$ cat src/csca_pkg.sv
// csca_pkg: register map, field positions, reset values and carriers for
// the capacitive-sense compare and accumulate block.
// assumes an 8-bit register port with one-cycle read latency.
package csca_pkg;
    localparam int ADDR_W = 4;
    localparam int DATA_W = 8;
    // register offsets
    localparam logic [3:0] SENSE_CONTROL_REG_OFF = 4'h0;
    localparam logic [3:0] SENSE_CONFIG_REG_OFF  = 4'h1;
    localparam logic [3:0] RESULT_LOW_OFF        = 4'h2;
    localparam logic [3:0] RESULT_HIGH_OFF       = 4'h3;
    localparam logic [3:0] THRESHOLD_LOW_OFF     = 4'h4;
    localparam logic [3:0] THRESHOLD_HIGH_OFF    = 4'h5;
    localparam logic [3:0] CHANNEL_MUX_OFF       = 4'h6;
    localparam logic [3:0] SCAN_START_OFF        = 4'h7;
    localparam logic [3:0] SCAN_END_OFF          = 4'h8;
    localparam logic [3:0] PIN_MONITOR_OFF       = 4'h9;
    localparam logic [3:0] IRQ_ENABLE_OFF        = 4'ha;
    // control register bits
    localparam int CTL_ENABLE_BIT  = 7;
    localparam int CTL_DONE_BIT    = 5;
    localparam int CTL_BUSY_BIT    = 4;
    localparam int CTL_CMPEN_BIT   = 3;
    localparam int CTL_PME_BIT     = 1;
    localparam int CTL_GT_BIT      = 0;
    // config register fields
    localparam int CFG_MODE_LSB    = 4;
    localparam int CFG_ACU_LSB     = 0;
    localparam logic [2:0] MODE_AUTOSCAN = 3'h7;
    // pin monitor register fields
    localparam int PM_SMBUS_BIT    = 7;
    localparam int PM_SPI_BIT      = 6;
    localparam int PM_PORT_BIT     = 5;
    localparam int PM_LIMIT_LSB    = 0;
    localparam logic [1:0] LIMIT_NONE = 2'h0;
    localparam logic [1:0] LIMIT_TWO  = 2'h1;
    localparam logic [1:0] LIMIT_FOUR = 2'h2;
    localparam logic [2:0] RETRY_TWO  = 3'h2;
    localparam logic [2:0] RETRY_FOUR = 3'h4;
    // irq enable register bits
    localparam int IE_DONE_BIT     = 0;
    localparam int IE_GT_BIT       = 5;
    localparam logic [7:0] RESET_BYTE = 8'h00;
    localparam logic [4:0] CHAN_RESET = 5'h00;

    typedef struct packed {
        logic       wr;
        logic       rd;
        logic [3:0] addr;
        logic [7:0] wdata;
    } csca_bus_s;

    typedef struct packed {
        logic        valid;
        logic [15:0] data;
    } csca_sample_s;
endpackage

$ cat src/csca_accum.sv
// csca_accum: sums 1..64 samples of one channel and returns the average.
// assumes samples arrive as one-cycle valid pulses.
`timescale 1ns/1ps
module csca_accum #(
    parameter int SAMPLE_W = 16
) (
    // clock and reset
    input  wire logic                 clk,
    input  wire logic                 resetn,
    // control
    input  wire logic [2:0]           acu_sel,
    input  wire logic                 restart,
    // sample in
    input  wire csca_pkg::csca_sample_s sample,
    // average out
    output logic                      avg_valid,
    output logic [SAMPLE_W-1:0]       avg_data
);
    logic [SAMPLE_W+5:0] sum_q;
    logic [6:0]          cnt_q;
    logic [SAMPLE_W+5:0] sum_new;

    function automatic logic [2:0] shift_of(input logic [2:0] sel);
        unique case (sel)
            3'h0:    shift_of = 3'h0;
            3'h1:    shift_of = 3'h2;
            3'h2:    shift_of = 3'h3;
            3'h3:    shift_of = 3'h4;
            3'h4:    shift_of = 3'h5;
            default: shift_of = 3'h6;
        endcase
    endfunction

    assign sum_new = sum_q + {6'h00, sample.data};

    // RULE6: sample count select
    always_ff @(posedge clk or negedge resetn) begin
        if (!resetn) begin
            sum_q     <= '0;
            cnt_q     <= 7'h00;
            avg_valid <= 1'b0;
            avg_data  <= '0;
        end else begin
            avg_valid <= 1'b0;
            if (restart) begin
                // RULE19: clear per channel
                sum_q <= '0;
                cnt_q <= 7'h00;
            end else if (sample.valid) begin
                if (cnt_q + 7'h01 == (7'h01 << shift_of(acu_sel))) begin
                    // RULE7: divide and publish
                    // RULE18: truncating right shift
                    avg_data  <= SAMPLE_W'(sum_new >> shift_of(acu_sel));
                    avg_valid <= 1'b1;
                    sum_q     <= '0;
                    cnt_q     <= 7'h00;
                end else begin
                    sum_q <= sum_new;
                    cnt_q <= cnt_q + 7'h01;
                end
            end
        end
    end
endmodule

$ cat src/csca_retry.sv
// csca_retry: pin-monitor retry arbitration for one conversion.
// assumes output-switch events and conversion start are one-cycle pulses.
`timescale 1ns/1ps
module csca_retry (
    // clock and reset
    input  wire logic       clk,
    input  wire logic       resetn,
    // enables and limit
    input  wire logic       smbus_en,
    input  wire logic       spi_en,
    input  wire logic       port_en,
    input  wire logic [1:0] limit,
    // events
    input  wire logic       conv_start,
    input  wire logic       smbus_sw,
    input  wire logic       spi_sw,
    input  wire logic       port_wr,
    // retry request
    output logic            retry
);
    logic [2:0] used_q;
    logic       hit;
    logic       allow;

    assign hit = (smbus_en & smbus_sw) | (spi_en & spi_sw)
               | (port_en & port_wr);
    // RULE12: retry cap
    assign allow =
        (limit == csca_pkg::LIMIT_TWO)  ? used_q < csca_pkg::RETRY_TWO  :
        (limit == csca_pkg::LIMIT_FOUR) ? used_q < csca_pkg::RETRY_FOUR :
        1'b1;

    // RULE10: repeat corrupted portion
    always_ff @(posedge clk or negedge resetn) begin
        if (!resetn) begin
            used_q <= 3'h0;
            retry  <= 1'b0;
        end else begin
            retry <= hit & allow & ~conv_start;
            if (conv_start)
                used_q <= 3'h0;
            else if (hit && allow && used_q != 3'h7)
                used_q <= used_q + 3'h1;
        end
    end
endmodule

$ cat src/csca_top.sv
// csca_top: capacitive-sense result post-processing: accumulate, average,
// threshold compare, auto-scan mux steering and pin-monitor retry.
// assumes raw conversion results arrive from the analog front end as
// one-cycle pulses, and register port signals are synchronous to clk.
//
// How it works
// RULE1: flag follows result above threshold
// RULE2: compare only after final sample
// RULE3: flag set raises enabled irq
// RULE4: flag stops autoscan until busy write
// RULE5: greater-than wakes from suspend always
// RULE6: three-bit field selects sample count
// RULE7: sum divided by count into result
// RULE8: compare averaged result, stop scan
// RULE9: hold mux on hit, else advance
// RULE10: repeat portions hit by switching
// RULE11: three monitor enables reset disabled
// RULE12: retry cap none, two or four
// RULE13: sticky event flag on any retry
// RULE14: software enables monitors sparingly
// RULE15: done irq after last sample
// RULE16: comparator enable gates compare, reset zero
// RULE17: busy write resumes halted scan
// RULE18: division is truncating right shift
// RULE19: accumulator clears per channel
//
// Local design decisions: the strobed register port and the address map.
`timescale 1ns/1ps
module csca_top #(
    parameter int SAMPLE_W = 16,
    parameter int CHAN_W   = 5
) (
    // clock and reset
    input  wire logic                clk,
    input  wire logic                resetn,
    // register port
    input  wire logic [3:0]          reg_addr,
    input  wire logic [7:0]          reg_wdata,
    input  wire logic                reg_wr,
    input  wire logic                reg_rd,
    output logic [7:0]               reg_rdata,
    // front end
    input  wire logic                raw_valid,
    input  wire logic [SAMPLE_W-1:0] raw_data,
    output logic                     conv_start,
    output logic                     conv_retry,
    output logic [CHAN_W-1:0]        channel_mux_select,
    // output-switch events
    input  wire logic                smbus_switch,
    input  wire logic                spi_switch,
    input  wire logic                port_write,
    // system
    output logic                     greater_than_irq,
    output logic                     conversion_done_irq,
    output logic                     suspend_wake
);
    csca_pkg::csca_bus_s    bus;
    csca_pkg::csca_sample_s smp;
    logic        sense_enable_bit;
    logic [7:0]  sense_config_reg;
    logic [7:0]  pin_monitor_control_reg;
    logic [7:0]  extended_irq_enable_reg;
    logic [7:0]  threshold_low_byte;
    logic [7:0]  threshold_high_byte;
    logic [15:0] result_q;
    logic [CHAN_W-1:0] scan_start_channel;
    logic [CHAN_W-1:0] scan_end_channel;
    logic        convert_busy_bit;
    logic        greater_than_flag;
    logic        conversion_done_flag;
    logic        pin_monitor_event_flag;
    logic        comparator_enable_bit;
    logic        avg_valid;
    logic [SAMPLE_W-1:0] avg_data;
    logic        retry;
    logic        gt_now;
    logic        scan_hit;
    logic        autoscan;
    logic        busy_write;
    logic        restart_q;
    logic        ctl_write;

    assign bus = '{wr: reg_wr, rd: reg_rd, addr: reg_addr, wdata: reg_wdata};
    assign smp = '{valid: raw_valid, data: raw_data};
    assign ctl_write  = bus.wr && bus.addr == csca_pkg::SENSE_CONTROL_REG_OFF;
    assign busy_write = ctl_write && bus.wdata[csca_pkg::CTL_BUSY_BIT];
    assign autoscan = sense_config_reg[csca_pkg::CFG_MODE_LSB +: 3]
                      == csca_pkg::MODE_AUTOSCAN;
    // RULE8: compare averaged value
    assign gt_now = avg_data > {threshold_high_byte, threshold_low_byte};
    // a disabled comparator never halts a scan and never wakes
    assign scan_hit = comparator_enable_bit && gt_now;

    csca_accum #(
        .SAMPLE_W (SAMPLE_W)
    ) u_accum (
        .clk       (clk),
        .resetn    (resetn),
        .acu_sel   (sense_config_reg[csca_pkg::CFG_ACU_LSB +: 3]),
        .restart   (restart_q),
        .sample    (smp),
        .avg_valid (avg_valid),
        .avg_data  (avg_data)
    );

    csca_retry u_retry (
        .clk        (clk),
        .resetn     (resetn),
        .smbus_en   (pin_monitor_control_reg[csca_pkg::PM_SMBUS_BIT]),
        .spi_en     (pin_monitor_control_reg[csca_pkg::PM_SPI_BIT]),
        .port_en    (pin_monitor_control_reg[csca_pkg::PM_PORT_BIT]),
        .limit      (pin_monitor_control_reg[csca_pkg::PM_LIMIT_LSB +: 2]),
        .conv_start (conv_start),
        .smbus_sw   (smbus_switch),
        .spi_sw     (spi_switch),
        .port_wr    (port_write),
        .retry      (retry)
    );

    // plain configuration registers
    // RULE11: monitor enables reset zero
    always_ff @(posedge clk or negedge resetn) begin
        if (!resetn) begin
            sense_config_reg        <= csca_pkg::RESET_BYTE;
            pin_monitor_control_reg <= csca_pkg::RESET_BYTE;
            extended_irq_enable_reg <= csca_pkg::RESET_BYTE;
            threshold_low_byte      <= csca_pkg::RESET_BYTE;
            threshold_high_byte     <= csca_pkg::RESET_BYTE;
            scan_start_channel      <= csca_pkg::CHAN_RESET;
            scan_end_channel        <= csca_pkg::CHAN_RESET;
        end else if (bus.wr) begin
            unique case (bus.addr)
                csca_pkg::SENSE_CONFIG_REG_OFF:
                    sense_config_reg <= bus.wdata & 8'h77;
                csca_pkg::PIN_MONITOR_OFF:
                    pin_monitor_control_reg <= bus.wdata & 8'he3;
                csca_pkg::IRQ_ENABLE_OFF:
                    extended_irq_enable_reg <= bus.wdata;
                csca_pkg::THRESHOLD_LOW_OFF:  threshold_low_byte  <= bus.wdata;
                csca_pkg::THRESHOLD_HIGH_OFF: threshold_high_byte <= bus.wdata;
                csca_pkg::SCAN_START_OFF:
                    scan_start_channel <= bus.wdata[CHAN_W-1:0];
                csca_pkg::SCAN_END_OFF:
                    scan_end_channel <= bus.wdata[CHAN_W-1:0];
                default: ;
            endcase
        end
    end

    // RULE16: comparator enable, reset zero
    always_ff @(posedge clk or negedge resetn) begin
        if (!resetn)
            comparator_enable_bit <= 1'b0;
        else if (ctl_write)
            comparator_enable_bit <= bus.wdata[csca_pkg::CTL_CMPEN_BIT];
    end

    // software-owned enable bit, read back only
    always_ff @(posedge clk or negedge resetn) begin
        if (!resetn)
            sense_enable_bit <= 1'b0;
        else if (ctl_write)
            sense_enable_bit <= bus.wdata[csca_pkg::CTL_ENABLE_BIT];
    end

    // comparison result flag
    // a compare in the same cycle outranks a software clear
    always_ff @(posedge clk or negedge resetn) begin
        if (!resetn) begin
            greater_than_flag <= 1'b0;
        end else if (avg_valid && comparator_enable_bit) begin
            // RULE1: set or clear on compare
            // RULE2: compare after last sample
            greater_than_flag <= gt_now;
        end else if (ctl_write && !bus.wdata[csca_pkg::CTL_GT_BIT]) begin
            greater_than_flag <= 1'b0;
        end
    end

    // RULE15: done after full set
    always_ff @(posedge clk or negedge resetn) begin
        if (!resetn)
            conversion_done_flag <= 1'b0;
        else if (avg_valid)
            conversion_done_flag <= 1'b1;
        else if (ctl_write && !bus.wdata[csca_pkg::CTL_DONE_BIT])
            conversion_done_flag <= 1'b0;
    end

    // RULE13: sticky retry event
    always_ff @(posedge clk or negedge resetn) begin
        if (!resetn)
            pin_monitor_event_flag <= 1'b0;
        else if (retry)
            pin_monitor_event_flag <= 1'b1;
        else if (ctl_write && !bus.wdata[csca_pkg::CTL_PME_BIT])
            pin_monitor_event_flag <= 1'b0;
    end

    // result pair, loaded with each finished average
    always_ff @(posedge clk or negedge resetn) begin
        if (!resetn)
            result_q <= 16'h0000;
        else if (avg_valid)
            result_q <= 16'(avg_data);
    end

    // busy and conversion sequencing
    always_ff @(posedge clk or negedge resetn) begin
        if (!resetn) begin
            convert_busy_bit <= 1'b0;
            conv_start       <= 1'b0;
            restart_q        <= 1'b0;
        end else begin
            conv_start <= 1'b0;
            restart_q  <= 1'b0;
            if (busy_write) begin
                // RULE17: resume from halted channel
                convert_busy_bit <= 1'b1;
                conv_start       <= 1'b1;
                restart_q        <= 1'b1;
            end else if (avg_valid) begin
                if (autoscan && !scan_hit) begin
                    conv_start <= 1'b1;
                    restart_q  <= 1'b1;
                end else begin
                    // RULE4: halt scan on hit
                    convert_busy_bit <= 1'b0;
                end
            end else if (raw_valid && convert_busy_bit) begin
                conv_start <= 1'b1;
            end
        end
    end

    // RULE9: mux hold or advance
    always_ff @(posedge clk or negedge resetn) begin
        if (!resetn) begin
            channel_mux_select <= csca_pkg::CHAN_RESET;
        end else if (bus.wr && bus.addr == csca_pkg::CHANNEL_MUX_OFF) begin
            channel_mux_select <= bus.wdata[CHAN_W-1:0];
        end else if (bus.wr && bus.addr == csca_pkg::SCAN_START_OFF
                     && autoscan) begin
            channel_mux_select <= bus.wdata[CHAN_W-1:0];
        end else if (avg_valid && autoscan
                     && !scan_hit) begin
            if (channel_mux_select >= scan_end_channel)
                channel_mux_select <= scan_start_channel;
            else
                channel_mux_select <= channel_mux_select + CHAN_W'(1);
        end
    end

    // interrupt, wake and retry outputs
    always_ff @(posedge clk or negedge resetn) begin
        if (!resetn) begin
            greater_than_irq    <= 1'b0;
            conversion_done_irq <= 1'b0;
            suspend_wake        <= 1'b0;
            conv_retry          <= 1'b0;
        end else begin
            // RULE3: gated greater-than irq
            greater_than_irq <= greater_than_flag
                && extended_irq_enable_reg[csca_pkg::IE_GT_BIT];
            conversion_done_irq <= conversion_done_flag
                && extended_irq_enable_reg[csca_pkg::IE_DONE_BIT];
            // RULE5: wake regardless of irq enable
            suspend_wake <= avg_valid && scan_hit;
            conv_retry   <= retry;
        end
    end

    // read port, one cycle latency
    always_ff @(posedge clk or negedge resetn) begin
        if (!resetn) begin
            reg_rdata <= 8'h00;
        end else if (bus.rd) begin
            unique case (bus.addr)
                csca_pkg::SENSE_CONTROL_REG_OFF:
                    reg_rdata <= {sense_enable_bit, 1'b0,
                                  conversion_done_flag, convert_busy_bit,
                                  comparator_enable_bit, 1'b0,
                                  pin_monitor_event_flag, greater_than_flag};
                csca_pkg::SENSE_CONFIG_REG_OFF: reg_rdata <= sense_config_reg;
                csca_pkg::RESULT_LOW_OFF:       reg_rdata <= result_q[7:0];
                csca_pkg::RESULT_HIGH_OFF:      reg_rdata <= result_q[15:8];
                csca_pkg::THRESHOLD_LOW_OFF:
                    reg_rdata <= threshold_low_byte;
                csca_pkg::THRESHOLD_HIGH_OFF:
                    reg_rdata <= threshold_high_byte;
                csca_pkg::CHANNEL_MUX_OFF:
                    reg_rdata <= 8'(channel_mux_select);
                csca_pkg::SCAN_START_OFF: reg_rdata <= 8'(scan_start_channel);
                csca_pkg::SCAN_END_OFF:   reg_rdata <= 8'(scan_end_channel);
                csca_pkg::PIN_MONITOR_OFF:
                    reg_rdata <= pin_monitor_control_reg;
                csca_pkg::IRQ_ENABLE_OFF:
                    reg_rdata <= extended_irq_enable_reg;
                default:                   reg_rdata <= 8'h00;
            endcase
        end else begin
            reg_rdata <= 8'h00;
        end
    end
endmodule

$ cat config.mk
export PLATFORM = sky130hd
export DESIGN_NAME = csca_top
export DESIGN_NICKNAME = d
export VERILOG_FILES = /design/src/csca_pkg.sv /design/src/csca_accum.sv /design/src/csca_retry.sv /design/src/csca_top.sv
export SDC_FILE = /design/constraint.sdc
export NUM_CORES = 1
export LEC_CHECK = 0
export ABC_CLOCK_PERIOD_IN_PS = 5750
export BUFFER_PORTS_ARGS = -buffer_cell sky130_fd_sc_hd__buf_4
export CORE_UTILIZATION = 50
export CTS_BUF_LIST = sky130_fd_sc_hd__clkbuf_4
export DETAILED_ROUTE_END_ITERATION = 16
export PLACE_DENSITY = 0.68
export SETUP_SLACK_MARGIN = 0.4
export SLEW_MARGIN = 20
export SYNTH_ARGS = -nofsm -noshare
export SYNTH_HDL_FRONTEND = slang
export SYNTH_SLANG_ARGS = --single-unit
$ cat constraint.sdc
create_clock -name clk -period 5.75 [get_ports clk]
set_clock_uncertainty 0.15 [all_clocks]
set_input_delay 0.575 -clock clk [delete_from_list [all_inputs] [get_ports clk]]
set_output_delay 0.575 -clock clk [all_outputs]
set_load 0.02 [all_outputs]
# After elaboration in Yosys (flattened, before gate mapping)
# Cells that the tools add are included.
[op_classes] shifts=2 eq_ne=20 order_cmp=4 n_bitwise=9 addsub=4 muxes=40 reduce_logical=41
[op_table] cell="$pmux 8 s11" count=1
[op_table] cell="$mux 22" count=3
[op_table] cell="$add 22x16->22" count=1
[op_table] cell="$shr 22x3->16" count=1
[op_table] cell="$mux 3" count=7
[op_table] cell="$mux 7" count=3
[op_table] cell="$mux 1" count=20
[op_table] cell="$mux 5" count=4
[op_table] cell="$logic_and 1x1->1" count=19
[op_table] cell="$eq 4x3->1 const B" count=4
[op_table] cell="$gt 16x16->1" count=1
[op_table] cell="$reduce_and 2->1" count=8
[op_table] cell="$pmux 3 s5" count=1
[op_table] cell="$eq 4x4->1 const B" count=3
[op_table] cell="$reduce_bool 2->1" count=6
[op_table] cell="$eq 4x2->1 const B" count=2
[op_table] cell="$mux 8" count=1
[op_table] cell="$add 7x1->7 const B" count=1
[op_table] cell="$eq 7x7->1" count=1
[op_table] cell="$shl 1x3->7 const A" count=1
[op_table] cell="$eq 3x2->1 const B" count=2
[op_table] cell="$eq 3x3->1 const B" count=2
[op_table] cell="$add 5x1->5 const B" count=1
[op_table] cell="$and 1x1->1" count=5
[op_table] cell="other kinds (17)" count=22
[totals] out_inout_bits=18 word_cells=148 input_bits=36 register_bits=136

# Depth between registers and ports, before layout
[logic_depth] depth_word=10 ltp_mapped=12 mapped_depth_nobuf=10

# Cells and area by module
# Synthesis repeated with hierarchy kept, for this count alone.
[unflattened] hier_cells=898 hier_area_um2=8738.4
[modules_own_cells] module="csca_top" seq_area_each_um2=2152.1 area_each_um2=4566.9 cells_per_inst=416 n_inst=1
[modules_own_cells] module="csca_accum" seq_area_each_um2=1151.1 area_each_um2=3908.7 cells_per_inst=462 n_inst=1
[modules_own_cells] module="csca_retry" seq_area_each_um2=100.1 area_each_um2=262.8 cells_per_inst=20 n_inst=1

# Worst setup path before layout
# No wires, ideal clock.
[synth_timing] kind="input port to flip-flop" start="input raw_data[0]" end="register u_accum.avg_data[13]" path_buffers=1 setup_time_ns=0.082 t_arrival_ns=3.004 path_stages=11 required_time_ns=5.518 setup_slack_ns=2.513 cell_sequence="ha_1 > fa_1 > a21o_1 > a221o_1 > a22oi_1 > and2_1 > buf_4 > xor2_1 > o221a_2 > o221a_2 > o22ai_1"
[synth_between] elab_chain_len=2
[synth_rtl] element="start: declaration" line="csca_top.sv:44" text="input wire logic [SAMPLE_W-1:0] raw_data,"
[synth_rtl] element="$add 22x16->22" line="csca_accum.sv:34" text="assign sum_new = sum_q + {6'h00, sample.data};"
[synth_rtl] element="$shr 22x3->16" line="csca_accum.sv:53" text="avg_data <= SAMPLE_W'(sum_new >> shift_of(acu_sel));"
[synth_rtl] element="end signal: assignment" line="csca_accum.sv:53"
[synth_rtl] element="end: declaration" line="csca_accum.sv:17" text="output logic [SAMPLE_W-1:0] avg_data"
# Every way passes these cells.
# A chain may end at the register's enable or synchronous reset.

# Worst setup path after layout
[layout_timing] start="register u_accum.sum_q[0]" end="register u_accum.avg_data[13]"
[layout_between] elab_chain_len=2
[layout_rtl] element="start: declaration" line="csca_accum.sv:19" text="logic [SAMPLE_W+5:0] sum_q;"
[layout_rtl] element="start signal: assignment" line="csca_accum.sv:58" text="sum_q <= sum_new;"
[layout_rtl] element="$add 22x16->22" line="csca_accum.sv:34"
[layout_rtl] element="$shr 22x3->16" line="csca_accum.sv:53"
# Every way passes these cells.

==> out/metrics.csv <==
metric,value,unit
worst-endpoint-required,6.08,ns
drt-vias-per-instance,6.29,
crit_fanout,10,
final-setup-viol-count,0,
worstSetupStartpoint,u_accum.sum_q[0],
regMostFlops,u_accum.sum_q,
grt_pass1_wl,40.2,mm
relSlewSlack,32.8,%
fmax,288,MHz
io_pins,54,
drv_slew,0,
rsz0062_at_grt,false,
swShare,45.9,%
outcome,finished clean,
avgRoutedWirePerCell,20.6,um
hold_buffers,1,
die_w,135,um
timing.rr.start,u_accum.sum_q[0],
cts.clk_slew.worst_paths,0.13,ns
grt_pass1_vias,7407,
die_area,0.0182,mm2
grt_usage,28.9,%
coreArea,0.0173,mm2
firstDrtPassIters,5,
synth_area,0.00883,mm2
startpoint_type,flip-flop,
vias,7655,
ir_drop,0.000258,V
synth_edf_count,0,
post-route-period-util,60.4,%
max-clock-path-buffers,2,
critPathMaxStageDelay,0.44,ns
async_flop_share,100,%
post_cts_resized,0,
h-tree-depth,4,
power.density,461,mW/mm2
pwr-share-seq,34.9,%
ys_types,78,
ys_seq_elements,136,
arrival,3.81,ns
setup_slack,2.28,ns
largest_reg_flops,22,
start_util,51.1,%
end_kind,flip-flop,
ant_nets,0,
dp_hpwl,18.3,mm
routed_wl,25.1,mm
path_cells,"ha_1, fa_1, a21o_1, a221o_1, a22oi_1, and2_1, xor2_1, o221a_2, o221a_2, o22ai_1",
synth_common_cells,"136 x dfrtp_1, 90 x nand2_1, 84 x nor2_1",
grt-ovfl-total,0,
p_leak,4.34,nW
hold_path.class,in -> reg,
cts_buffers,17,
yosys_warnings,0,
yosysMostFrequentCell,dfrtp_1,
cts_tree,yes,
fin_tns_setup,0,ns
synth_top_area_share,38.5,%
synth_nets,1032,
root_buffer,clkbuf_4,
drt_first_iter_violations,583,
synthSimpleGateAreaFrac,16.4,%
cpMostUsedCell,o221a_2,
clkSinkCount,136,
finalHoldViolCount,0,
drcViolationCount,0,
synth_fa_ha_area_share,6.03,%
worst_pin_slew,1.01,ns
synth-xor-area-share,2.38,%
pre_cts_ws,1.96,ns
synthFlopType,dfrtp_1,
report.power.total,4.42,mW
nNetsFinal,1056,
seq_area_frac_synth,38.5,%
place.gp.congestion,0.950,
cp_slowest_cell,fa_1,
comb_power_share,51.1,%
drive_above_1_share,17.4,%
antenna_found_initial,3,
port_buffers,53,
cts_setup_buffers,0,
fin_crit,3.47,ns
p_switching,2.03,mW
clkPwrFrac,14.1,%
syn_inst,954,
hold_ws,0.131,ns
syn2layout_area_growth,8.45,%
fillerInstances,1575,
syn_avg_cell_area,9.26,um2
die_h,135,um
intPower,2.39,mW
synth_compound_gate_area_share,21.2,%
yosys.area.top_type,dfrtp_1,
synth_top_family_by_area,compound AO/OA/AOI/OAI gates,
grt_max_degree,90,
hp-start,reg_wdata[7],
top_regs,"u_accum.sum_q x22, result_q x16, u_accum.avg_data x16",
cap_violations,0,
num_rows,48,
clkLatencyLatePin,0.57,ns
synthTopCellsByArea,"dfrtp_1 39%, mux2_2 7.9%, ha_1 5.8%",
yosys-mux-area-fraction,11.2,%
critPathKind,reg -> reg,
cells by family after synthesis:
group,count (synthesis)
muxes,87
buffers and inverters,91
adders and majority gates,42
xor gates and xnor gates,24
AOI/OAI and AO/OA,271
DFF,136
and+or+nand+nor,303
per-stage QoR:
step,utilization (%),area (um2),std cells
3_3_place_gp,53.8,9310,1183
6_report,55.4,9580,1217
2_1_floorplan,-,8830,954
5_1_grt,55.4,9580,1217
4_1_cts,55.4,9580,1216
3_5_place_dp,53.8,9310,1183
routing by layer:
metal	global-route usage, %	vias up	part of all wire, %
li1	-	3567	-
met1	37.4	3718	43
met2	46.9	295	47
met3	5.37	71	5.8
met4	13.4	4	3.9
met5	0	-	0.088
power by group through the flow:
stage / combinational, mW / sequential (mW) / clock (mW)
final: 2.26 / 1.54 / 0.621
after global routing: 2.50 / 1.57 / 0.679
after CTS: 2.23 / 1.53 / 0.632
after detailed placement: 2.21 / 1.55 / 0
after global placement: 2.20 / 1.54 / 0
after floorplan: 1.71 / 1.42 / 0
placed cells by master (no fill, tap or decap), types with 7 or more instances in the layout:
| cell type | count |
|---|---|
| inv_1 | 36 |
| xnor2_1 | 16 |
| and2_1 | 7 |
| a21o_1 | 20 |
| mux2i_1 | 22 |
| nor3_1 | 16 |
| ha_1 | 41 |
| a22oi_1 | 9 |
| dfrtp_1 | 136 |
| or3_1 | 7 |
| xor2_1 | 8 |
| o21ai_0 | 61 |
| buf_4 | 55 |
| clkbuf_4 | 18 |
| o211ai_1 | 12 |
| mux2_2 | 62 |
| nand2b_1 | 12 |
| a21oi_1 | 50 |
| nor2_1 | 84 |
| a31oi_1 | 10 |
| nand4_1 | 15 |
| nor2b_1 | 8 |
| o22ai_1 | 10 |
| nand2_1 | 90 |
| and3_1 | 9 |
| nand3_1 | 27 |
| a22o_1 | 17 |
| o21a_1 | 8 |
| a211oi_1 | 8 |
cell type report:
class | instances | area, um2 | share of cell area (%)
multi-input combinational | 727 | 5050 | 52.7
sequential | 136 | 3400 | 35.5
timing repair buffer | 57 | 434 | 4.53
tap | 225 | 282 | 2.94
inverter | 39 | 148 | 1.54
clock buffer | 18 | 135 | 1.41
clock inverter | 14 | 125 | 1.31
antenna | 1 | 2.50 | 0.0261
worst max-delay path: cells and delay by family, from the launching register on:
| family | cells | cell delay (ns) |
|---|---|---|
| AOI/OAI and AO/OA | 6 | 1.60 |
| adders and majority gates | 2 | 0.66 |
| and+or+nand+nor | 1 | 0.43 |
| DFF | 1 | 0.40 |
| xor gates and xnor gates | 1 | 0.17 |
worst paths after layout:
| check | end | cells after the start | slack, ns |
|---|---|---|---|
| worst max-delay path | u_accum.avg_data[13] | 10 | 2.28 |
| worst min-delay path | sense_enable_bit | 3 | 0.13 |
| worst max register to register | u_accum.avg_data[13] | 10 | 2.28 |
| worst min register to register | conv_retry | 0 | 0.23 |
| max in group asynchronous | restart_q | 3 | 3.76 |
| min in group asynchronous | result_q[2] | 2 | 0.50 |
(Power assumes the default switching activity.)
